--- config.mk ---
export PLATFORM = sky130hd
export DESIGN_NAME = vrir_top
export DESIGN_NICKNAME = d
export VERILOG_FILES = /design/src/design/vrir_pkg.sv /design/src/design/vrir_evt_if.sv /design/src/design/vrir_event_status.sv /design/src/design/vrir_top.sv
export SDC_FILE = /design/constraint.sdc
export NUM_CORES = 1
export LEC_CHECK = 0
export CAP_MARGIN = 40
export CORE_MARGIN = 5
export CORE_UTILIZATION = 50
export DETAILED_ROUTE_END_ITERATION = 16
export DONT_BUFFER_PORTS = 1
export PLACE_DENSITY_LB_ADDON = 0.12
export SLEW_MARGIN = 10
export SYNTH_ARGS = -nofsm -noshare
export SYNTH_HDL_FRONTEND = slang
export SYNTH_SLANG_ARGS = --single-unit
--- constraint.sdc ---
create_clock -name clk -period 1.4 [get_ports clk]
set_input_delay 0.07 -clock clk [delete_from_list [all_inputs] [get_ports clk]]
set_output_delay 0.07 -clock clk [all_outputs]
set_load 0.05 [all_outputs]
--- src/design/vrir_pkg.sv ---
// vrir_pkg: register map, field positions, reset values and codes shared by
// the VCONN status, soft reset, reserved and extended mask register bank.
// assumes a byte-wide register port driven by an I2C slave engine on clk.
package vrir_pkg;

    // register offsets (byte addresses)
    localparam logic [7:0] VRIR_OFS_VCONN   = 8'h0A;
    localparam logic [7:0] VRIR_OFS_RESET   = 8'h10;
    localparam logic [7:0] VRIR_OFS_RSVD_A  = 8'h11;
    localparam logic [7:0] VRIR_OFS_RSVD_B  = 8'h12;
    localparam logic [7:0] VRIR_OFS_RSVD_C  = 8'h13;
    localparam logic [7:0] VRIR_OFS_RSVD_D  = 8'h14;
    localparam logic [7:0] VRIR_OFS_RSVD_E  = 8'h15;
    localparam logic [7:0] VRIR_OFS_RSVD_F  = 8'h16;
    localparam logic [7:0] VRIR_OFS_RSVD_G  = 8'h17;
    localparam logic [7:0] VRIR_OFS_MASK    = 8'h18;
    localparam logic [7:0] VRIR_OFS_STATUS  = 8'h19;
    localparam logic [7:0] VRIR_OFS_UNLOCK  = 8'h43;

    // fixed contents of the reserved registers
    localparam logic [7:0] VRIR_RST_RSVD_A  = 8'h0C;
    localparam logic [7:0] VRIR_RST_RSVD_B  = 8'h00;
    localparam logic [7:0] VRIR_RST_RSVD_C  = 8'hA1;
    localparam logic [7:0] VRIR_RST_RSVD_D  = 8'h1F;
    localparam logic [7:0] VRIR_RST_RSVD_E  = 8'hC9;
    localparam logic [7:0] VRIR_RST_RSVD_F  = 8'h51;
    localparam logic [7:0] VRIR_RST_RSVD_G  = 8'h50;

    // reset values of writable state and the unlock key
    localparam logic [4:0] VRIR_RST_MASK    = 5'h1F;
    localparam logic [7:0] VRIR_RST_UNLOCK  = 8'h00;
    localparam logic [7:0] VRIR_UNLOCK_KEY  = 8'hE0;

    // field positions
    localparam int VRIR_SOFT_RESET_BIT = 0;
    localparam int VRIR_EVT_WIDTH      = 5;
    localparam int VRIR_EVT_COMP       = 4;
    localparam int VRIR_EVT_ROLE       = 3;
    localparam int VRIR_EVT_ORIENT     = 2;
    localparam int VRIR_EVT_DEBUG      = 1;
    localparam int VRIR_EVT_AUDIO      = 0;

    // vconn detection codes
    localparam logic [1:0] VRIR_VCONN_STANDBY = 2'h0;
    localparam logic [1:0] VRIR_VCONN_CC1     = 2'h1;
    localparam logic [1:0] VRIR_VCONN_CC2     = 2'h2;

    // port configuration codes
    typedef enum logic [1:0] {
        VRIR_PORT_UFP = 2'h0,
        VRIR_PORT_DFP = 2'h1,
        VRIR_PORT_DRP = 2'h2
    } vrir_port_e;

endpackage

--- src/design/vrir_evt_if.sv ---
// vrir_evt_if: carries event pulses, the read-clear strobe and the sticky
// status between the register bank and its event status keeper.
// assumes both ends run on the same clk.
`timescale 1ns/1ps
`default_nettype none
interface vrir_evt_if;
    import vrir_pkg::*;
    logic [VRIR_EVT_WIDTH-1:0] evt;
    logic                      rd_clr;
    logic [2:0]                role_in;
    logic [VRIR_EVT_WIDTH-1:0] status;
    logic [2:0]                role_q;

    modport bank   (output evt, output rd_clr, output role_in, input status, input role_q);
    modport keeper (input evt, input rd_clr, input role_in, output status, output role_q);
endinterface
`default_nettype wire

--- src/design/vrir_event_status.sv ---
// vrir_event_status: sticky extended event status, cleared when read, and
// the attachment role field latched on a role change.
// assumes event pulses and the read strobe are on clk and one cycle long.
`timescale 1ns/1ps
`default_nettype none
module vrir_event_status
    import vrir_pkg::*;
(
    input  wire logic clk,
    input  wire logic rst,
    vrir_evt_if.keeper ev
);
    import vrir_pkg::*;

    logic [VRIR_EVT_WIDTH-1:0] status_q;
    logic [VRIR_EVT_WIDTH-1:0] status_d;
    logic [2:0]                role_q;

    // a new event wins over a read-clear in the same cycle
    always_comb begin
        status_d = ev.rd_clr ? '0 : status_q;
        status_d = status_d | ev.evt;
    end

    always_ff @(posedge clk) begin
        if (rst) begin
            status_q <= '0;
        end else begin
            status_q <= status_d;
        end
    end

    always_ff @(posedge clk) begin
        if (rst) begin
            role_q <= 3'h0;
        end else if (ev.evt[VRIR_EVT_ROLE]) begin
            role_q <= ev.role_in;
        end
    end

    assign ev.status = status_q;
    assign ev.role_q = role_q;
endmodule
`default_nettype wire

--- src/design/vrir_top.sv ---
// vrir_top: byte register bank for VCONN detect status, soft reset, the
// fixed reserved registers and the extended event interrupt mask.
// assumes the I2C slave engine and CC detection logic share clk, so no
// synchroniser sits on their signals; one register is addressed per access.
`timescale 1ns/1ps
`default_nettype none
module vrir_top
    import vrir_pkg::*;
(
    input  wire logic                      clk,
    input  wire logic                      reset,
    // byte register port from the I2C slave engine
    input  wire logic [7:0]                reg_addr,
    input  wire logic                      reg_wr,
    input  wire logic                      reg_rd,
    input  wire logic [7:0]                reg_wdata,
    output logic      [7:0]                reg_rdata,
    output logic                           reg_rvalid,
    // CC detection logic
    input  wire vrir_pkg::vrir_port_e      port_mode,
    input  wire logic                      resolved_source,
    input  wire logic                      source_attached,
    input  wire logic                      ra_on_cc1,
    input  wire logic                      ra_on_cc2,
    input  wire logic [VRIR_EVT_WIDTH-1:0] ext_event,
    input  wire logic [2:0]                attach_status,
    // outputs to the rest of the unit
    output logic                           vconn_en_cc1,
    output logic                           vconn_en_cc2,
    output logic                           digital_reset,
    output logic [2:0]                     attach_role,
    output logic                           irq
);
    import vrir_pkg::*;

    // read contents of the reserved registers, writes never reach them
    function automatic logic [7:0] rsvd_value(input logic [7:0] addr);
        logic [7:0] v;
        v = 8'h00;
        case (addr)
            VRIR_OFS_RSVD_A: v = VRIR_RST_RSVD_A;
            VRIR_OFS_RSVD_B: v = VRIR_RST_RSVD_B;
            VRIR_OFS_RSVD_C: v = VRIR_RST_RSVD_C;
            VRIR_OFS_RSVD_D: v = VRIR_RST_RSVD_D;
            VRIR_OFS_RSVD_E: v = VRIR_RST_RSVD_E;
            VRIR_OFS_RSVD_F: v = VRIR_RST_RSVD_F;
            VRIR_OFS_RSVD_G: v = VRIR_RST_RSVD_G;
            default:         v = 8'h00;
        endcase
        return v;
    endfunction

    function automatic logic is_rsvd(input logic [7:0] addr);
        return (addr >= VRIR_OFS_RSVD_A) && (addr <= VRIR_OFS_RSVD_G);
    endfunction

    logic                      soft_rst_q;
    logic                      rst;
    logic [7:0]                unlock_q;
    logic [VRIR_EVT_WIDTH-1:0] mask_q;
    logic [1:0]                vconn_det_q;
    logic [1:0]                vconn_det_d;
    logic                      source_role;
    logic                      vconn_en_cc1_q;
    logic                      vconn_en_cc2_q;
    logic [7:0]                rdata_q;
    logic                      rvalid_q;
    logic                      irq_q;
    logic                      wr_reset;
    logic                      wr_mask;
    logic                      wr_unlock;
    logic                      unlocked;
    logic [7:0]                rd_mux;

    vrir_evt_if evt_bus ();

    // the soft reset pulse also clears this bank in the same cycle, so the
    // mask and unlock key come back to their power-up values with the core
    assign rst = reset | soft_rst_q;

    assign wr_reset  = reg_wr && (reg_addr == VRIR_OFS_RESET);
    assign wr_mask   = reg_wr && (reg_addr == VRIR_OFS_MASK);
    assign wr_unlock = reg_wr && (reg_addr == VRIR_OFS_UNLOCK);

    // self-clearing: the register always reads back zero; a write that lands
    // in the pulse cycle is lost with every other access, so the pulse is one cycle
    always_ff @(posedge clk) begin
        if (reset) begin
            soft_rst_q <= 1'b0;
        end else begin
            soft_rst_q <= wr_reset && reg_wdata[VRIR_SOFT_RESET_BIT] && !soft_rst_q;
        end
    end

    always_ff @(posedge clk) begin
        if (rst) begin
            unlock_q <= VRIR_RST_UNLOCK;
        end else if (wr_unlock) begin
            unlock_q <= reg_wdata;
        end
    end

    assign unlocked = (unlock_q == VRIR_UNLOCK_KEY);

    // bits 7:5 have no storage and read as zero
    always_ff @(posedge clk) begin
        if (rst) begin
            mask_q <= VRIR_RST_MASK;
        end else if (wr_mask) begin
            mask_q <= reg_wdata[VRIR_EVT_WIDTH-1:0];
        end
    end

    // Ra on both pins is an audio accessory, which takes no VCONN
    always_comb begin
        vconn_det_d = VRIR_VCONN_STANDBY;
        if (ra_on_cc1 && !ra_on_cc2) begin
            vconn_det_d = VRIR_VCONN_CC1;
        end else if (ra_on_cc2 && !ra_on_cc1) begin
            vconn_det_d = VRIR_VCONN_CC2;
        end
    end

    // detection tracks the comparators whatever the port mode
    always_ff @(posedge clk) begin
        if (rst) begin
            vconn_det_q <= VRIR_VCONN_STANDBY;
        end else begin
            vconn_det_q <= vconn_det_d;
        end
    end

    always_comb begin
        case (port_mode)
            VRIR_PORT_DFP: source_role = 1'b1;
            VRIR_PORT_DRP: source_role = resolved_source;
            VRIR_PORT_UFP: source_role = 1'b0;
            default:       source_role = 1'b0;
        endcase
    end

    // enable does not wait for the unlock key; only the readback is gated
    always_ff @(posedge clk) begin
        if (rst) begin
            vconn_en_cc1_q <= 1'b0;
            vconn_en_cc2_q <= 1'b0;
        end else begin
            vconn_en_cc1_q <= source_role && source_attached
                              && (vconn_det_q == VRIR_VCONN_CC1);
            vconn_en_cc2_q <= source_role && source_attached
                              && (vconn_det_q == VRIR_VCONN_CC2);
        end
    end

    // each access names its own offset; the address never advances here
    always_comb begin
        rd_mux = 8'h00;
        if (is_rsvd(reg_addr)) begin
            rd_mux = rsvd_value(reg_addr);
        end else begin
            case (reg_addr)
                VRIR_OFS_VCONN:  rd_mux = {6'h00, unlocked ? vconn_det_q
                                                           : VRIR_VCONN_STANDBY};
                VRIR_OFS_RESET:  rd_mux = 8'h00;
                VRIR_OFS_MASK:   rd_mux = {3'h0, mask_q};
                VRIR_OFS_STATUS: rd_mux = {3'h0, evt_bus.status};
                VRIR_OFS_UNLOCK: rd_mux = unlock_q;
                default:         rd_mux = 8'h00;
            endcase
        end
    end

    always_ff @(posedge clk) begin
        if (rst) begin
            rdata_q <= 8'h00;
        end else if (reg_rd) begin
            rdata_q <= rd_mux;
        end
    end

    always_ff @(posedge clk) begin
        if (rst) begin
            rvalid_q <= 1'b0;
        end else begin
            rvalid_q <= reg_rd;
        end
    end

    assign evt_bus.evt     = ext_event;
    assign evt_bus.role_in = attach_status;
    assign evt_bus.rd_clr  = reg_rd && (reg_addr == VRIR_OFS_STATUS);

    vrir_event_status u_status (
        .clk (clk),
        .rst (rst),
        .ev  (evt_bus.keeper)
    );

    // each mask bit gates only its own event
    always_ff @(posedge clk) begin
        if (rst) begin
            irq_q <= 1'b0;
        end else begin
            irq_q <= (evt_bus.status[VRIR_EVT_COMP]   && !mask_q[VRIR_EVT_COMP])
                  || (evt_bus.status[VRIR_EVT_ROLE]   && !mask_q[VRIR_EVT_ROLE])
                  || (evt_bus.status[VRIR_EVT_ORIENT] && !mask_q[VRIR_EVT_ORIENT])
                  || (evt_bus.status[VRIR_EVT_DEBUG]  && !mask_q[VRIR_EVT_DEBUG])
                  || (evt_bus.status[VRIR_EVT_AUDIO]  && !mask_q[VRIR_EVT_AUDIO]);
        end
    end

    assign reg_rdata     = rdata_q;
    assign reg_rvalid    = rvalid_q;
    assign vconn_en_cc1  = vconn_en_cc1_q;
    assign vconn_en_cc2  = vconn_en_cc2_q;
    assign digital_reset = soft_rst_q;
    assign attach_role   = evt_bus.role_q;
    assign irq           = irq_q;
endmodule
`default_nettype wire

==> impl_table.tex <==
\begin{tabular}{lr}
\hline
Metric & Value \\
\hline
\multicolumn{2}{l}{\textbf{Global route}} \\
Antenna violations before repair & 0 \\
Maximum number of pins on one net before global-route repair & 22 \\
Overall overflow remaining after global route & 0 \\
Global-route usage over all layers & 0.2264 \\
Number of global-route vias before repair & $\sim$1700 \\
Wire length of the first global-routing pass & approximately 8000 um \\
\multicolumn{2}{l}{\textbf{Critical path}} \\
Sum of buffers and inverters on the critical path & 0 \\
Arrival time at the worst endpoint & approximately 1.6 ns \\
Slowest cell on crit path & or4b\_4 \\
Worst Setup Path Type & register to register \\
Highest fanout seen on the critical path & 2 \\
Nature of the critical path endpoint & register \\
Slowest stage delay, CP & around 0.50 ns \\
Beginning of the critical path & digital\_reset \\
Critical path data required time & 1.68 ns \\
Number of stages on the worst setup path & 3 \\
Minimum setup slack among reg-to-reg paths & slightly above 0.06 ns \\
Family with the most delay on the worst path & simple AND/OR/NAND/NOR gates \\
Cell depth of the worst flop-to-flop path & 3 \\
End point of the critical path & vconn\_en\_cc2 \\
Worst reg2reg path startpoint & digital\_reset \\
Capturing point of the worst reg2reg path & vconn\_en\_cc2 \\
Cells along the critical path & or2\_4 > or4b\_4 > nor3b\_2 \\
Nature of the critical path startpoint & register \\
\multicolumn{2}{l}{\textbf{Clock network}} \\
CTS tree & built \\
Root buffer selected by CTS & clkbuf\_4 \\
Count of clock tree sinks & 36 \\
Clock buffers created by TritonCTS & 5 \\
CTS HTree Levels & 2 \\
Clock-pin slew on the worst setup and hold paths & about 0.11 ns \\
Buffers from clock root to sink, at most & 2 \\
Clock insertion delay at the later pin of the skew report & around 0.34 ns \\
\multicolumn{2}{l}{\textbf{Timing}} \\
Min setup slack post-route & just over 0.06 ns \\
Final Hold Fails & 1 \\
Final number of setup-violating endpoints & 0 \\
Time the final worst path needs with I/O delays and setup & between 1 and 1.5 ns \\
Final Cycle Share & 0.9556 \\
Pin slew with the least headroom to its limit & between 0.4 and 0.5 ns \\
Total negative slack for setup checks & 0 ns \\
Worst hold slack & -0.0007873 ns \\
Max Clock Freq & around 750 MHz \\
Setup Skew & about 0.015 ns \\
Worst-case headroom to the max-slew limit & 0.6750 \\
Pins Over Slew Limit & 0 \\
\multicolumn{2}{l}{\textbf{Pwr}} \\
Power density cells & about 820 mW/mm2 \\
Worst voltage drop across the vdd grid & approximately 0.00064 V \\
Internal power & 1.365 mW \\
Fraction of power spent switching nets & 0.2653 \\
Switching power of the nets & just under 0.5 mW \\
Comb power frac & 0.141 \\
Clock share of power & 0.281 \\
Share of total power in sequential cells & 0.578 \\
Standby leakage power & 0.8624 nW \\
\multicolumn{2}{l}{\textbf{Route}} \\
Vias per std cell & about 5.8 \\
Residual DRC & 0 \\
Iteration-0 DRC count of the detailed router & about 150 \\
Drt wl/cell & roughly 16 um \\
Number of antenna-violating nets in the routed design & 0 \\
First-pass DRT Iterations & 5 \\
Number of vias in the routed layout & about 1700 \\
Routed WL & $\sim$4900 um \\
\multicolumn{2}{l}{\textbf{Floorplanning}} \\
Chip height & 68.04 um \\
Horizontal die dimension & 68.04 um \\
Core Rows & 21 \\
Area of the core & between 0.003 and 0.004 mm2 \\
Total Die Area & approximately 0.0046 mm2 \\
Starting density of the core & 0.5087 \\
Boundary pin count & 50 \\
\multicolumn{2}{l}{\textbf{Layout}} \\
Layout Cells excl Fill & 301 \\
Final Net Count & 290 \\
Area growth from synthesis to layout & 34.25\% \\
Share of cells above drive strength 1 & 0.1922 \\
Final Util & 0.6829 \\
Antenna Diode Count & 0 \\
\multicolumn{2}{l}{\textbf{Synth}} \\
Flip-flop cell with the highest count after synthesis & dfxtp\_1 \\
Average cell area after synthesis & $\sim$8.3 um2 \\
Portion of the post-synthesis area used by sequential elements & 0.4279 \\
Ranking of synthesized cells by area & dfxtp\_1 (43\%), a21oi\_1 (7.1\%), nand2\_1 (6.0\%) \\
Number of nets produced by synthesis & 240 \\
Number of synthesized register bits & 36 \\
Share of synthesized registers carrying an async set or reset & 0 \\
Post-synth EDFFs & 0 \\
Yosys Warn Count & 0 \\
Number of distinct library cells after synthesis & 41 \\
Netlist Area Pre-Place & between 0.0015 and 0.002 mm2 \\
Top-area cell type share of the netlist area & 0.4279 \\
Synth area leader & dfxtp\_1 \\
Cells after synthesis & between 200 and 250 \\
\multicolumn{2}{l}{\textbf{Hold path}} \\
Hold WC Path Type & primary input to register \\
\multicolumn{2}{l}{\textbf{Placed design}} \\
DPL Wire Length & 3414 um \\
RD Place Congestion & between 0.8 and 0.9 \\
Placed Cells incl. Taps & approximately 270 \\
Count of input and output buffers & 0 \\
Worst setup slack after placement & -0.08255 ns \\
\multicolumn{2}{l}{\textbf{Flow run}} \\
Max-cap violations & 0 \\
\multicolumn{2}{l}{\textbf{Run status}} \\
Run status & finished, violations left \\
Failing checks & hold timing \\
\hline
\end{tabular}
-- what timing repair did --
action	CTS	global route
pin swaps	0	3
endpoints found under the hold margin	35	0
hold buffers	25	0
resized for setup	2	4
setup endpoints to repair	2	8
buffers inserted	0	1
-- power by group through the flow --
stage / Clock (mW) / Combinational, mW / Sequential (mW)
finish: 0.522 / 0.263 / 1.07
CTS: 0.532 / 0.259 / 1.07
detailed placement: 0 / 0.184 / 1.10
floorplan: 0 / 0.119 / 1.13
global route: 0.577 / 0.283 / 1.08
global placement: 0 / 0.179 / 1.09
-- layer usage --
metal	GRT usage	vias to the layer above	share of wire
met2	0.4067	91	0.51
met4	0.09181	0	0.033
met1	0.2570	794	0.37
met3	0.04926	20	0.080
met5	0	-	0
li1	-	834	-
-- cell type report --
cell class,instances,area (um2)
Multi-Input combinational cell,151,938.4
Inverter,7,26.28
Sequential cell,36,725.7
Fill cell,281,1050
Timing Repair Buffer,53,462.9
Clock buffer,7,45.04
Clock inverter,1,5.005
Tap cell,46,57.56
-- worst register-to-register path, stage by stage, from the launching register on --
cell and delay [ns]:
dfxtp_4 0.36, or2_4 0.25, or4b_4 0.50, nor3b_2 0.17
-- cell families after synthesis --
kind of cell,count (synthesis),share of synthesized area
AOI/OAI and AO/OA,54,0.1835
xor gates and xnor gates,1,0.005202
adders and majority gates,2,0.01486
buffers and inverters,17,0.04532
DFF,36,0.4279
muxes,7,0.04235
and+or+nand+nor,87,0.2808
-- placed cells by master (no fill, tap or decap), types with 2 or more instances in the layout --
cell,Yosys,routed
nand2b_1,4,4
mux2i_1,6,6
nor3b_1,5,3
ha_1,2,2
nand4_1,4,4
inv_1,7,7
nor2b_1,4,4
o211ai_1,3,3
clkbuf_1,6,2
o21ai_0,15,15
or4b_1,2,2
a21oi_1,24,24
a22oi_1,2,2
nor3_1,2,2
buf_4,1,28
dlygate4sd3_1,0,24
nand3_1,10,10
nor2_1,16,16
or4b_4,1,2
nand2_1,27,27
dfxtp_1,36,34
clkbuf_4,0,5
nor4_2,0,2
nand3b_1,2,2
nor3b_2,0,2
a31oi_1,3,3
-- registers in the layout, indices dropped and copies added (netlist names), 2 cells and up --
register	count
u_status.ev.role_q	3
unlock_q	8
reg_rdata	8
u_status.ev.status	5
mask_q	5
vconn_det_q	2
-- cell usage after synthesis (2+ instances only) --
cell type / n
mux2i_1: 6
nor3_1: 2
clkbuf_1: 6
nand3b_1: 2
o21ai_0: 15
nand4_1: 4
buf_2: 2
ha_1: 2
nand3_1: 10
o211ai_1: 3
nor2b_1: 4
nor2_1: 16
inv_1: 7
nand2_1: 27
or4b_1: 2
a22oi_1: 2
nor3b_1: 5
nor4b_1: 2
nor4_1: 2
a31oi_1: 3
nand2b_1: 4
a21oi_1: 24
dfxtp_1: 36
-- worst min-delay path by stage --
stage,endpoint,start,cells past startpoint,slack (ns)
finish,reg_rdata[7],reg_addr[1],3,-0.0008
global route,vconn_en_cc2,reset,3,0.02
CTS,reg_rdata[7],reg_addr[1],3,0.0007
detailed placement,vconn_det_q[1],ra_on_cc1,1,0.15
global placement,vconn_det_q[1],ra_on_cc1,1,0.15
floorplan,vconn_det_q[1],ra_on_cc1,1,0.15
-- per-stage QoR --
stage / hold WS (ns) / cell area (um2) / power, mW
floorplan: 0.1458 / 1710 / 1.250
global placement: 0.1481 / 1921 / 1.273
detailed placement: 0.1526 / 1921 / 1.280
CTS: 0.0007174 / 2233 / 1.864
global route: 0.02100 / 2261 / 1.937
finish: -0.0007873 / 2261 / 1.858
No activity file was read; power rests on OpenSTA's default activity.
